**src/hdl/i2c_iface_map.svh**
```systemverilog
`ifndef I2C_IFACE_MAP_SVH
`define I2C_IFACE_MAP_SVH
// Operation
// [RULE1] starts slave; master after start, slave after stop/loss
// [RULE2] bytes of eight bits, most significant first
// [RULE3] first byte(s) after start carry address
// [RULE4] ninth pulse carries acknowledge from receiver
// [RULE5] master clocks, software requests start and stop
// [RULE6] own 7/10-bit address, switchable general call
// [RULE7] acknowledge drive switchable by software
// [RULE8] standard 100 kHz or fast 400 kHz
// [RULE9] clock held low until software services byte
// [RULE10] clock from divider, base set by mode
// [RULE11] disabled: pins follow general purpose port
// [RULE12] software programs frequency range before use
// [RULE13] after start, compare address byte with own
// [RULE14] ten-bit header 11110xx0 plus two high bits
// [RULE15] ten-bit header match acknowledged if enabled
// [RULE16] mismatch: ignore until next start
// [RULE17] match: ack, flags, hold until status one read
// [RULE18] seven-bit direction bit read from data register
// [RULE19] ten-bit: receive; transmit after restart header 11110xx1
// [RULE20] receive byte: ack, flags, hold until reads
// [RULE21] transmit: hold until data written; flags on ack
// [RULE22] stop after slave transfer sets stop flags
// [RULE23] status one read clears address event
// [RULE24] status one then data read clears byte event
// [RULE25] status two read clears stop event
// [RULE26] lines only pulled low, else released

`define ADR_CTRL 8'h00
`define ADR_SR1 8'h04
`define ADR_SR2 8'h08
`define ADR_DIV 8'h0c
`define ADR_OWN_LO 8'h10
`define ADR_OWN_HI 8'h14
`define ADR_DATA 8'h18

`define CR_PE 5
`define CR_ENGC 4
`define CR_START 3
`define CR_ACK 2
`define CR_STOP 1
`define CR_ITE 0

`define SR1_EVF 7
`define SR1_TEN 6
`define SR1_TRA 5
`define SR1_BUSY 4
`define SR1_BTF 3
`define SR1_ADDRESSED_AS_SLAVE_FLAG 2
`define SR1_MSL 1
`define SR1_SB 0

`define SR2_AF 4
`define SR2_STOP_DETECTED_FLAG 3
`define SR2_ARLO 2
`define SR2_GCAL 0

`define DIV_FM 7
`define OWN_HI_TEN 0
`define OWN_HI_A98 2:1

`define RST_BYTE 8'h00
`define CLK_KHZ 25000
`define STD_KHZ 100
`define FAST_KHZ 400
`define HDR_10BIT 5'h1e
`define GCALL_ADDR 8'h00
`endif

```
**src/hdl/i2c_iface_pkg.sv**
```systemverilog
package i2c_iface_pkg;
  typedef enum logic [2:0] {
    st_idle, st_rx, st_tx, st_hold, st_start, st_stop1, st_stop2
  } link_state_type;
  typedef struct packed {
    logic addressed_as_slave_flag;
    logic byte_transfer_finished_flag;
    logic sb;
    logic stop_detected_flag;
    logic af;
    logic arlo;
  } event_flags_type;
endpackage : i2c_iface_pkg

```
**src/hdl/i2c_iface.sv**
```systemverilog
// The Wishbone interface to the registers and the address map were chosen for this implementation.
`timescale 1ns/100ps
`default_nettype none
`include "i2c_iface_map.svh"
module i2c_iface
  import i2c_iface_pkg::*;
#(
  parameter int unsigned CLK_KHZ = `CLK_KHZ
) (
  input wire logic clk_i,
  input wire logic rst_i,
  input wire logic wb_cyc_i,
  input wire logic wb_stb_i,
  input wire logic wb_we_i,
  input wire logic [7:0] wb_adr_i,
  input wire logic [3:0] wb_sel_i,
  input wire logic [31:0] wb_dat_i,
  output logic [31:0] wb_dat_o,
  output logic wb_ack_o,
  input wire logic serial_data_pin_i,
  input wire logic serial_clock_pin_i,
  output logic serial_data_pin_o,
  output logic serial_data_pin_oe_o,
  output logic serial_clock_pin_o,
  output logic serial_clock_pin_oe_o,
  input wire logic gpio_data_i,
  input wire logic gpio_data_oe_i,
  input wire logic gpio_clock_i,
  input wire logic gpio_clock_oe_i
);
  localparam logic [8:0] STD_HALF =
    9'((CLK_KHZ + 2 * `STD_KHZ - 1) / (2 * `STD_KHZ));
  localparam logic [8:0] FAST_HALF =
    9'((CLK_KHZ + 2 * `FAST_KHZ - 1) / (2 * `FAST_KHZ));

  logic [7:0] ctrl_r, div_r, own_lo_r, own_hi_r, data_r, sh_r;
  event_flags_type flags_r;
  link_state_type st_r;
  logic [3:0] cnt_r;
  logic [8:0] half_r;
  logic gcal_r, tra_r, msl_r, busy_r, sess_r, ten_hdr_r, ten_addr_r;
  logic addr_done_r, addr_hit_r, sr1_seen_r, txload_r, ackd_r;
  logic sda_drv_r, scl_drv_r;
  logic [1:0] sda_sync_r, scl_sync_r;
  logic sda_d_r, scl_d_r;
  logic [7:0] rdata, sr1, sr2;
  logic dec_hit, dec_hdr, dec_tra, dec_gc;

  function automatic logic hit(input logic [7:0] a, input logic [7:0] o);
    return a == o;
  endfunction : hit

  // ----------------------------------------------------------------
  // pin synchronisers
  // ----------------------------------------------------------------
  always_ff @(posedge clk_i) begin
    if (rst_i) begin
      sda_sync_r <= 2'h3;
      scl_sync_r <= 2'h3;
      sda_d_r <= 1'b1;
      scl_d_r <= 1'b1;
    end else begin
      sda_sync_r <= {sda_sync_r[0], serial_data_pin_i};
      scl_sync_r <= {scl_sync_r[0], serial_clock_pin_i};
      sda_d_r <= sda_sync_r[1];
      scl_d_r <= scl_sync_r[1];
    end
  end

  wire logic sda_s = sda_sync_r[1];
  wire logic scl_s = scl_sync_r[1];
  wire logic scl_rise = scl_s & ~scl_d_r;
  wire logic scl_fall = ~scl_s & scl_d_r;
  wire logic start_det = scl_s & scl_d_r & sda_d_r & ~sda_s;
  wire logic stop_det = scl_s & scl_d_r & ~sda_d_r & sda_s;
  wire logic pe = ctrl_r[`CR_PE];
  wire logic [8:0] half_len =
    (div_r[`DIV_FM] ? FAST_HALF : STD_HALF) + {2'h0, div_r[6:0]}; // [RULE8] [RULE10]

  // ----------------------------------------------------------------
  // wishbone slave
  // ----------------------------------------------------------------
  wire logic wb_fire = wb_cyc_i & wb_stb_i & ~wb_ack_o;
  wire logic wr = wb_fire & wb_we_i & wb_sel_i[0];
  wire logic rd = wb_fire & ~wb_we_i;
  wire logic rd_sr1 = rd & hit(wb_adr_i, `ADR_SR1);
  wire logic rd_sr2 = rd & hit(wb_adr_i, `ADR_SR2);
  wire logic rd_data = rd & hit(wb_adr_i, `ADR_DATA);
  wire logic wr_data = wr & hit(wb_adr_i, `ADR_DATA);
  wire logic start_taken = st_r == st_idle && ctrl_r[`CR_START] && !busy_r;
  wire logic stop_taken = st_r == st_hold && msl_r && ctrl_r[`CR_STOP];

  always_comb begin
    sr1 = 8'h00;
    sr1[`SR1_EVF] = |flags_r;
    sr1[`SR1_TEN] = ten_hdr_r;
    sr1[`SR1_TRA] = tra_r;
    sr1[`SR1_BUSY] = busy_r;
    sr1[`SR1_BTF] = flags_r.byte_transfer_finished_flag;
    sr1[`SR1_ADDRESSED_AS_SLAVE_FLAG] = flags_r.addressed_as_slave_flag;
    sr1[`SR1_MSL] = msl_r;
    sr1[`SR1_SB] = flags_r.sb;
    sr2 = 8'h00;
    sr2[`SR2_AF] = flags_r.af;
    sr2[`SR2_STOP_DETECTED_FLAG] = flags_r.stop_detected_flag;
    sr2[`SR2_ARLO] = flags_r.arlo;
    sr2[`SR2_GCAL] = gcal_r;
    case (wb_adr_i)
      `ADR_CTRL: rdata = ctrl_r;
      `ADR_SR1: rdata = sr1;
      `ADR_SR2: rdata = sr2;
      `ADR_DIV: rdata = div_r;
      `ADR_OWN_LO: rdata = own_lo_r;
      `ADR_OWN_HI: rdata = own_hi_r;
      `ADR_DATA: rdata = data_r;
      default: rdata = 8'h00;
    endcase
  end

  always_ff @(posedge clk_i) begin
    if (rst_i) begin
      wb_ack_o <= 1'b0;
      wb_dat_o <= 32'h0;
    end else begin
      wb_ack_o <= wb_fire;
      wb_dat_o <= wb_fire && !wb_we_i ? {24'h0, rdata} : 32'h0;
    end
  end

  // ----------------------------------------------------------------
  // configuration registers
  // ----------------------------------------------------------------
  always_ff @(posedge clk_i) begin
    if (rst_i) begin
      ctrl_r <= `RST_BYTE;
      div_r <= `RST_BYTE;
      own_lo_r <= `RST_BYTE;
      own_hi_r <= `RST_BYTE;
    end else begin
      if (wr && hit(wb_adr_i, `ADR_CTRL)) ctrl_r <= wb_dat_i[7:0];
      if (wr && hit(wb_adr_i, `ADR_DIV)) div_r <= wb_dat_i[7:0];
      if (wr && hit(wb_adr_i, `ADR_OWN_LO)) own_lo_r <= wb_dat_i[7:0];
      if (wr && hit(wb_adr_i, `ADR_OWN_HI)) own_hi_r <= wb_dat_i[7:0];
      if (start_taken || !pe) ctrl_r[`CR_START] <= 1'b0; // [RULE5]
      if (stop_taken || !pe) ctrl_r[`CR_STOP] <= 1'b0; // [RULE5]
    end
  end

  // ----------------------------------------------------------------
  // address decode
  // ----------------------------------------------------------------
  wire logic hdr_ok = sh_r[7:3] == `HDR_10BIT &&
    sh_r[2:1] == own_hi_r[`OWN_HI_A98]; // [RULE14]

  always_comb begin
    dec_hit = 1'b0;
    dec_hdr = 1'b0;
    dec_tra = 1'b0;
    dec_gc = 1'b0;
    if (ctrl_r[`CR_ENGC] && sh_r == `GCALL_ADDR) begin // [RULE6]
      dec_hit = 1'b1;
      dec_gc = 1'b1;
    end else if (!own_hi_r[`OWN_HI_TEN]) begin
      if (sh_r[7:1] == own_lo_r[7:1]) begin // [RULE13]
        dec_hit = 1'b1;
        dec_tra = sh_r[0]; // [RULE18]
      end
    end else if (ten_hdr_r) begin
      dec_hit = sh_r == own_lo_r; // [RULE19]
    end else if (hdr_ok) begin
      if (!sh_r[0]) begin
        dec_hdr = 1'b1; // [RULE15]
      end else if (ten_addr_r) begin
        dec_hit = 1'b1; // [RULE19]
        dec_tra = 1'b1;
      end
    end
  end

  // ----------------------------------------------------------------
  // link engine
  // ----------------------------------------------------------------
  wire logic release_ok = !flags_r.addressed_as_slave_flag && !flags_r.byte_transfer_finished_flag && !flags_r.sb &&
    (!tra_r || txload_r);

  always_ff @(posedge clk_i) begin
    if (rst_i || !pe) begin
      st_r <= st_idle; // [RULE1]
      flags_r <= '0;
      data_r <= `RST_BYTE;
      sh_r <= 8'h00;
      cnt_r <= 4'h0;
      half_r <= 9'h000;
      {gcal_r, tra_r, msl_r, busy_r, sess_r} <= 5'h00;
      {ten_hdr_r, ten_addr_r, addr_done_r, addr_hit_r} <= 4'h0;
      {sr1_seen_r, txload_r, ackd_r, sda_drv_r, scl_drv_r} <= 5'h00;
    end else begin
      if (rd_sr1) begin
        flags_r.addressed_as_slave_flag <= 1'b0; // [RULE23]
        sr1_seen_r <= 1'b1;
      end
      if (sr1_seen_r && (rd_data || wr_data)) begin
        flags_r.byte_transfer_finished_flag <= 1'b0; // [RULE24]
        sr1_seen_r <= 1'b0;
        if (wr_data) flags_r.sb <= 1'b0;
      end
      if (rd_sr2) begin
        flags_r.stop_detected_flag <= 1'b0; // [RULE25]
        flags_r.af <= 1'b0;
        flags_r.arlo <= 1'b0;
      end
      if (wr_data) begin
        data_r <= wb_dat_i[7:0];
        if (st_r == st_hold) txload_r <= 1'b1; // [RULE21]
      end
      if (start_det) busy_r <= 1'b1;
      if (stop_det) busy_r <= 1'b0;
      if (msl_r && (st_r == st_rx || st_r == st_tx)) begin
        if (half_r != 9'h000) begin
          if (scl_drv_r || scl_s) half_r <= half_r - 9'h001;
        end else begin
          scl_drv_r <= ~scl_drv_r; // [RULE5] [RULE10]
          half_r <= half_len;
        end
      end
      if (start_det && !msl_r) begin
        st_r <= st_rx; // [RULE3] [RULE13]
        cnt_r <= 4'h0;
        sda_drv_r <= 1'b0;
        scl_drv_r <= 1'b0;
        addr_done_r <= 1'b0;
        ten_hdr_r <= 1'b0;
      end else if (stop_det && !msl_r) begin
        if (sess_r) flags_r.stop_detected_flag <= 1'b1; // [RULE22]
        sess_r <= 1'b0;
        ten_addr_r <= 1'b0;
        st_r <= st_idle;
        sda_drv_r <= 1'b0;
        scl_drv_r <= 1'b0;
      end else begin
        unique case (st_r)
          st_idle: begin
            if (start_taken) begin
              st_r <= st_start; // [RULE1] [RULE5]
              msl_r <= 1'b1;
              sda_drv_r <= 1'b1;
              half_r <= half_len;
            end
          end
          st_start: begin
            if (half_r != 9'h000) begin
              half_r <= half_r - 9'h001;
            end else begin
              scl_drv_r <= 1'b1;
              flags_r.sb <= 1'b1;
              tra_r <= 1'b1;
              addr_done_r <= 1'b0;
              st_r <= st_hold;
            end
          end
          st_rx: begin
            if (scl_rise) begin
              if (cnt_r < 4'h8) sh_r <= {sh_r[6:0], sda_s}; // [RULE2]
              cnt_r <= cnt_r + 4'h1;
            end
            if (scl_fall && cnt_r == 4'h8) begin
              if (!addr_done_r && !msl_r) begin
                if (dec_hit || dec_hdr) begin
                  sda_drv_r <= ctrl_r[`CR_ACK]; // [RULE4] [RULE7] [RULE15]
                  addr_hit_r <= dec_hit;
                  ten_hdr_r <= dec_hdr;
                  if (dec_hit) begin
                    tra_r <= dec_tra; // [RULE18] [RULE19]
                    gcal_r <= dec_gc;
                    ten_addr_r <= ten_addr_r | ten_hdr_r;
                  end
                end else begin
                  st_r <= st_idle; // [RULE16]
                  ten_hdr_r <= 1'b0;
                end
              end else begin
                sda_drv_r <= ctrl_r[`CR_ACK]; // [RULE20] [RULE7]
              end
            end
            if (scl_fall && cnt_r == 4'h9) begin
              sda_drv_r <= 1'b0;
              if (!addr_done_r && !msl_r && !addr_hit_r) begin
                cnt_r <= 4'h0;
              end else begin
                data_r <= sh_r; // [RULE18]
                scl_drv_r <= 1'b1; // [RULE9]
                st_r <= st_hold;
                if (!addr_done_r && !msl_r) begin
                  flags_r.addressed_as_slave_flag <= 1'b1; // [RULE17]
                  addr_done_r <= 1'b1;
                  sess_r <= 1'b1;
                end else begin
                  flags_r.byte_transfer_finished_flag <= 1'b1; // [RULE20]
                end
              end
            end
          end
          st_tx: begin
            if (scl_rise) begin
              if (cnt_r < 4'h8) begin
                sh_r <= {sh_r[6:0], 1'b1}; // [RULE2]
                if (msl_r && !sda_drv_r && !sda_s) begin
                  flags_r.arlo <= 1'b1; // [RULE1]
                  msl_r <= 1'b0;
                  st_r <= st_idle;
                  scl_drv_r <= 1'b0;
                end
              end else begin
                ackd_r <= ~sda_s; // [RULE4]
              end
              cnt_r <= cnt_r + 4'h1;
            end
            if (scl_fall) begin
              if (cnt_r < 4'h8) begin
                sda_drv_r <= ~sh_r[7];
              end else if (cnt_r == 4'h8) begin
                sda_drv_r <= 1'b0;
              end else if (ackd_r) begin
                flags_r.byte_transfer_finished_flag <= 1'b1; // [RULE21]
                scl_drv_r <= 1'b1;
                st_r <= st_hold;
                if (msl_r && !addr_done_r) begin
                  addr_done_r <= 1'b1;
                  tra_r <= ~data_r[0];
                end
              end else begin
                flags_r.af <= 1'b1;
                scl_drv_r <= msl_r;
                st_r <= msl_r ? st_hold : st_idle;
              end
            end
          end
          st_hold: begin
            if (stop_taken) begin
              st_r <= st_stop1; // [RULE5]
              sda_drv_r <= 1'b1;
              half_r <= half_len;
            end else if (release_ok) begin
              scl_drv_r <= msl_r; // [RULE9] [RULE17] [RULE20] [RULE21]
              half_r <= half_len;
              cnt_r <= 4'h0;
              txload_r <= 1'b0;
              if (tra_r) begin
                st_r <= st_tx;
                sh_r <= data_r;
                sda_drv_r <= ~data_r[7];
              end else begin
                st_r <= st_rx;
                sda_drv_r <= 1'b0;
              end
            end
          end
          st_stop1: begin
            if (half_r != 9'h000) begin
              half_r <= half_r - 9'h001;
            end else begin
              scl_drv_r <= 1'b0;
              half_r <= half_len;
              st_r <= st_stop2;
            end
          end
          st_stop2: begin
            if (half_r != 9'h000) begin
              if (scl_s) half_r <= half_r - 9'h001;
            end else begin
              sda_drv_r <= 1'b0;
              msl_r <= 1'b0; // [RULE1]
              st_r <= st_idle;
            end
          end
          default: st_r <= st_idle;
        endcase
      end
    end
  end

  // ----------------------------------------------------------------
  // pin drivers
  // ----------------------------------------------------------------
  always_ff @(posedge clk_i) begin
    if (rst_i) begin
      serial_data_pin_o <= 1'b0;
      serial_data_pin_oe_o <= 1'b0;
      serial_clock_pin_o <= 1'b0;
      serial_clock_pin_oe_o <= 1'b0;
    end else begin
      serial_data_pin_o <= pe ? 1'b0 : gpio_data_i; // [RULE26] [RULE11]
      serial_data_pin_oe_o <= pe ? sda_drv_r : gpio_data_oe_i;
      serial_clock_pin_o <= pe ? 1'b0 : gpio_clock_i; // [RULE26] [RULE11]
      serial_clock_pin_oe_o <= pe ? scl_drv_r : gpio_clock_oe_i;
    end
  end
endmodule : i2c_iface
`default_nettype wire

```
**config.mk**
```make
export PLATFORM = sky130hd
export DESIGN_NAME = i2c_iface
export DESIGN_NICKNAME = d
export VERILOG_FILES = /design/src/hdl/i2c_iface_pkg.sv /design/src/hdl/i2c_iface.sv
export VERILOG_INCLUDE_DIRS = /design/src /design/src/hdl
export SDC_FILE = /design/constraint.sdc
export NUM_CORES = 1
export LEC_CHECK = 0
export BUFFER_PORTS_ARGS = -buffer_cell sky130_fd_sc_hd__buf_4
export CAP_MARGIN = 40
export CORE_MARGIN = 2
export CORE_UTILIZATION = 52
export CTS_BUF_LIST = sky130_fd_sc_hd__clkbuf_16
export CTS_CLUSTER_DIAMETER = 100
export DETAILED_ROUTE_END_ITERATION = 6
export PLACE_DENSITY_LB_ADDON = 0.15
export SLEW_MARGIN = 20
export SYNTH_ARGS = -nofsm -noshare
export SYNTH_HDL_FRONTEND = slang
export SYNTH_SLANG_ARGS = --single-unit
```
**constraint.sdc**
```tcl
create_clock -name clk_i -period 1.95 [get_ports clk_i]
set_clock_uncertainty 0.05 [all_clocks]
set_input_delay 0.39 -clock clk_i [delete_from_list [all_inputs] [get_ports clk_i]]
set_output_delay 0.39 -clock clk_i [all_outputs]
set_load 0.005 [all_outputs]
```
==> summary.md <==
| Metric | Value |
|---|---|
| Asr flop ratio synth | 0% |
| Reg power frac | 50.2% |
| Port Buf Inserts | 40 |
| Routed wire length | 21900 um |
| DP Worst Slack | -210 ps |
| Distinct cells, synth | 71 |
| Failing checks | design-rule violations, negative setup slack |
| Clock sink count | 103 |
| Vias after detailed routing | ~7k |
| Number of global-route vias before repair | between 6k and 7k |
| Hold WC Path Type | input pin to flip-flop |
| Switching part of the total | 23.7% |
| Skew-Pair Late Insertion Delay | 360 ps |
| Clock root buffer | clkbuf_16 |
| Synth Cell Area | 6350 sq um |
| Top post-synthesis cells by area | dfxtp_1 (32%), mux2i_1 (6.5%), nor2_1 (5.4%) |
| Arr. time, crit path | 2310 ps |
| Number of hold violations in the final report | 0 |
| DIE HEIGHT | 115 um |
| Slew HR | approximately two thirds |
| Final #Nets | roughly 1.0k |
| CTS tree | built |
| Critical Path End Type | flip-flop |
| Largest net degree at the start of global routing | 28 |
| Clock power frac | 45.0% |
| Number of buffers created by CTS | 9 |
| Cells after Synth | 811 |
| Clk slew on worst S/H paths | 70 ps |
| Post-synth top cells | dfxtp_1 (103), nor2_1 (91), nand2_1 (89) |
| Fillers | 959 |
| DP Wirelength | 16700 um |
| Row cnt | 40 |
| PwrDens | 494 nW/um^2 |
| Sw power | between 900 and 1000 uW |
| Worst-case clock buffer depth | 2 |
| GR Overflow Total | 0 |
| Starting Density | 53.1% |
| Most frequent cell after synthesis | dfxtp_1 |
| Leakage | 0.00355 uW |
| Setup TNS | -2410 ps |
| Top_reg_cell synth | dfxtp_1 |
| Yosys top cell area share | 32.5% |
| Gr usage total | 33.8% |
| Area Growth Syn to Fin | 34.2% |
| Non-Filler Instances | 1125 |
| Pint | 3210 uW |
| Layout cells sized above 1 | 31.8% |
| Fin crit period | 2110 ps |
| Drt drc | 1 |
| RSZ-0062 raised after global routing | true |
| Status | complete, but fails checks |
| Final Cycle Share | 108% |
| # diodes | 0 |
| Max-Cap Viols | 0 |
| Htree depth | 3 |
| Seq. cell area | 2070 sq um |
| I/O pin count | 92 |
| Antenna-violating nets left | 0 |
| GP Congestion | 0.995 |
| Hold-fix buffers, CTS | 0 |
| First-pass GRT wire length | 34400 um |
| Yosys reg bits | about 100 |
| Placed Cells | 1097 |
| Max-slew violation count | 0 |
| Initial antenna violation count | 0 |
| Critical path class | flip-flop to flip-flop |
| VDD IR max | 0.640 mV |
| Critical path fanouts, max | 8 |
| Final setup viols | 21 |
| CP Data Required Time | between 2000 and 2500 ps |
| WHS | 167 ps |
| Post-synthesis sequential area ratio | 32.5% |
| Max Freq | 473 MHz |
| Die area | between 10000 and 15000 sq um |
| Pre-antenna DRT Iters | 7 |
| Wire per inst | 19.5 um |
| Synthesized area per cell | 7.83 sq um |
| CP Launch Type | flip-flop |
| Combinational share of power | between 4 and 5% |
| Combined area of the multi-input logic cells | 4190 sq um |
| Synth warn | 0 |
| Vias per inst | 6.10 |
| Post-synth EDFFs | 0 |
| Slew @ Worst Pin | 509 ps |
| Overall power | 4210 uW |
| Core area | 12000 sq um |
| Iteration-0 DRC Markers | 600 |
| Die Wd | roughly 110 um |
| Final setup margin | -164 ps |
| Yosys top cell by area | dfxtp_1 |
[critical path, stage by stage, from the launching register on]
cell and delay (ps):
dfxtp_2 320, or3_4 410, o311ai_4 240, nand3_2 120
or4b_4 610, mux2i_1 190, nor2_1 60
[area by class of cell]
type	count	share of cell area, %
tap	147	2.16
multi-input combinational	631	49.2
sequential	103	24.3
timing repair buffer	210	19.9
clock buffer	9	2.64
inverter	18	0.822
clock inverter	7	0.969
[power groups by stage]
stage,Sequential (uW),Combinational (uW),Clock [uW]
global placement,2170,194,0
detailed placement,2170,196,0
finish,2110,203,1890
floorplan,2170,114,0
CTS,2120,197,1920
global route,2120,218,1990
[cell families (layout without fill, tap and decap cells)]
kind of cell | after synthesis | in the layout | share of synthesized area [%]
AOI/OAI and AO/OA | 191 | 191 | 20.6
xor gates and xnor gates | 23 | 23 | 3.17
muxes | 41 | 41 | 6.46
and+or+nand+nor | 340 | 340 | 26.3
DFF | 103 | 103 | 32.5
other | 1 | 24 | 0.0590
buffers and inverters | 100 | 244 | 8.55
adders and majority gates | 12 | 12 | 2.36
[through the flow]
stage / util, % / cell area, sq um
global placement: 64.9 / 7760
CTS: 69.0 / 8250
finish: 71.2 / 8520
detailed placement: 64.9 / 7760
floorplan: - / 6480
global route: 71.2 / 8520
[path summary, 6_finish.rpt]
kind	startpoint	end	slack [ps]	cells past startpoint
min	serial_clock_pin_i	scl_sync_r[0]	170	2
max	flags_r[3]	sh_r[6]	-160	6
min reg2reg	sda_sync_r[0]	sda_sync_r[1]	360	1
max reg2reg	flags_r[3]	sh_r[6]	-160	6
[layout by cell type, fill, tap and decap left out, types with 9 or more instances in the layout]
cell type  instances
nor2_1            89
clkbuf_16          9
a311oi_1          11
or2_2              9
a22oi_1           16
o21ai_0           22
a31oi_1           16
buf_4            196
xnor2_1           15
and3_1            11
conb_1            24
dfxtp_1           95
a21oi_1           44
nand2_1           88
mux2i_1           40
inv_1             16
nor3_1            24
nand3_1           34
[flip-flops by register name (all words and copies together) (netlist names), 2 cells and up]
| name | cells |
|---|---|
| div_r | 8 |
| cnt_r | 4 |
| scl_sync_r | 2 |
| sda_sync_r | 2 |
| sh_r | 8 |
| half_r | 9 |
| wb_dat_o | 8 |
| st_r | 3 |
| own_hi_r | 8 |
| ctrl_r | 8 |
| own_lo_r | 8 |
| flags_r | 6 |
| data_r | 8 |
[timing repair]
item,in CTS,in global routing
setup endpoints to repair,26,40
gates resized for setup,32,57
pin swaps,11,22
buffers inserted,7,6
[routing by layer]
layer	wire, um	track usage, %	vias to the layer above
li1	-	-	3191
met1	8930	43.4	3264
met2	10500	56.8	344
met3	1760	5.61	59
met4	727	13.2	0
met5	0	0	-
No activity file was read; power rests on OpenSTA's default activity.
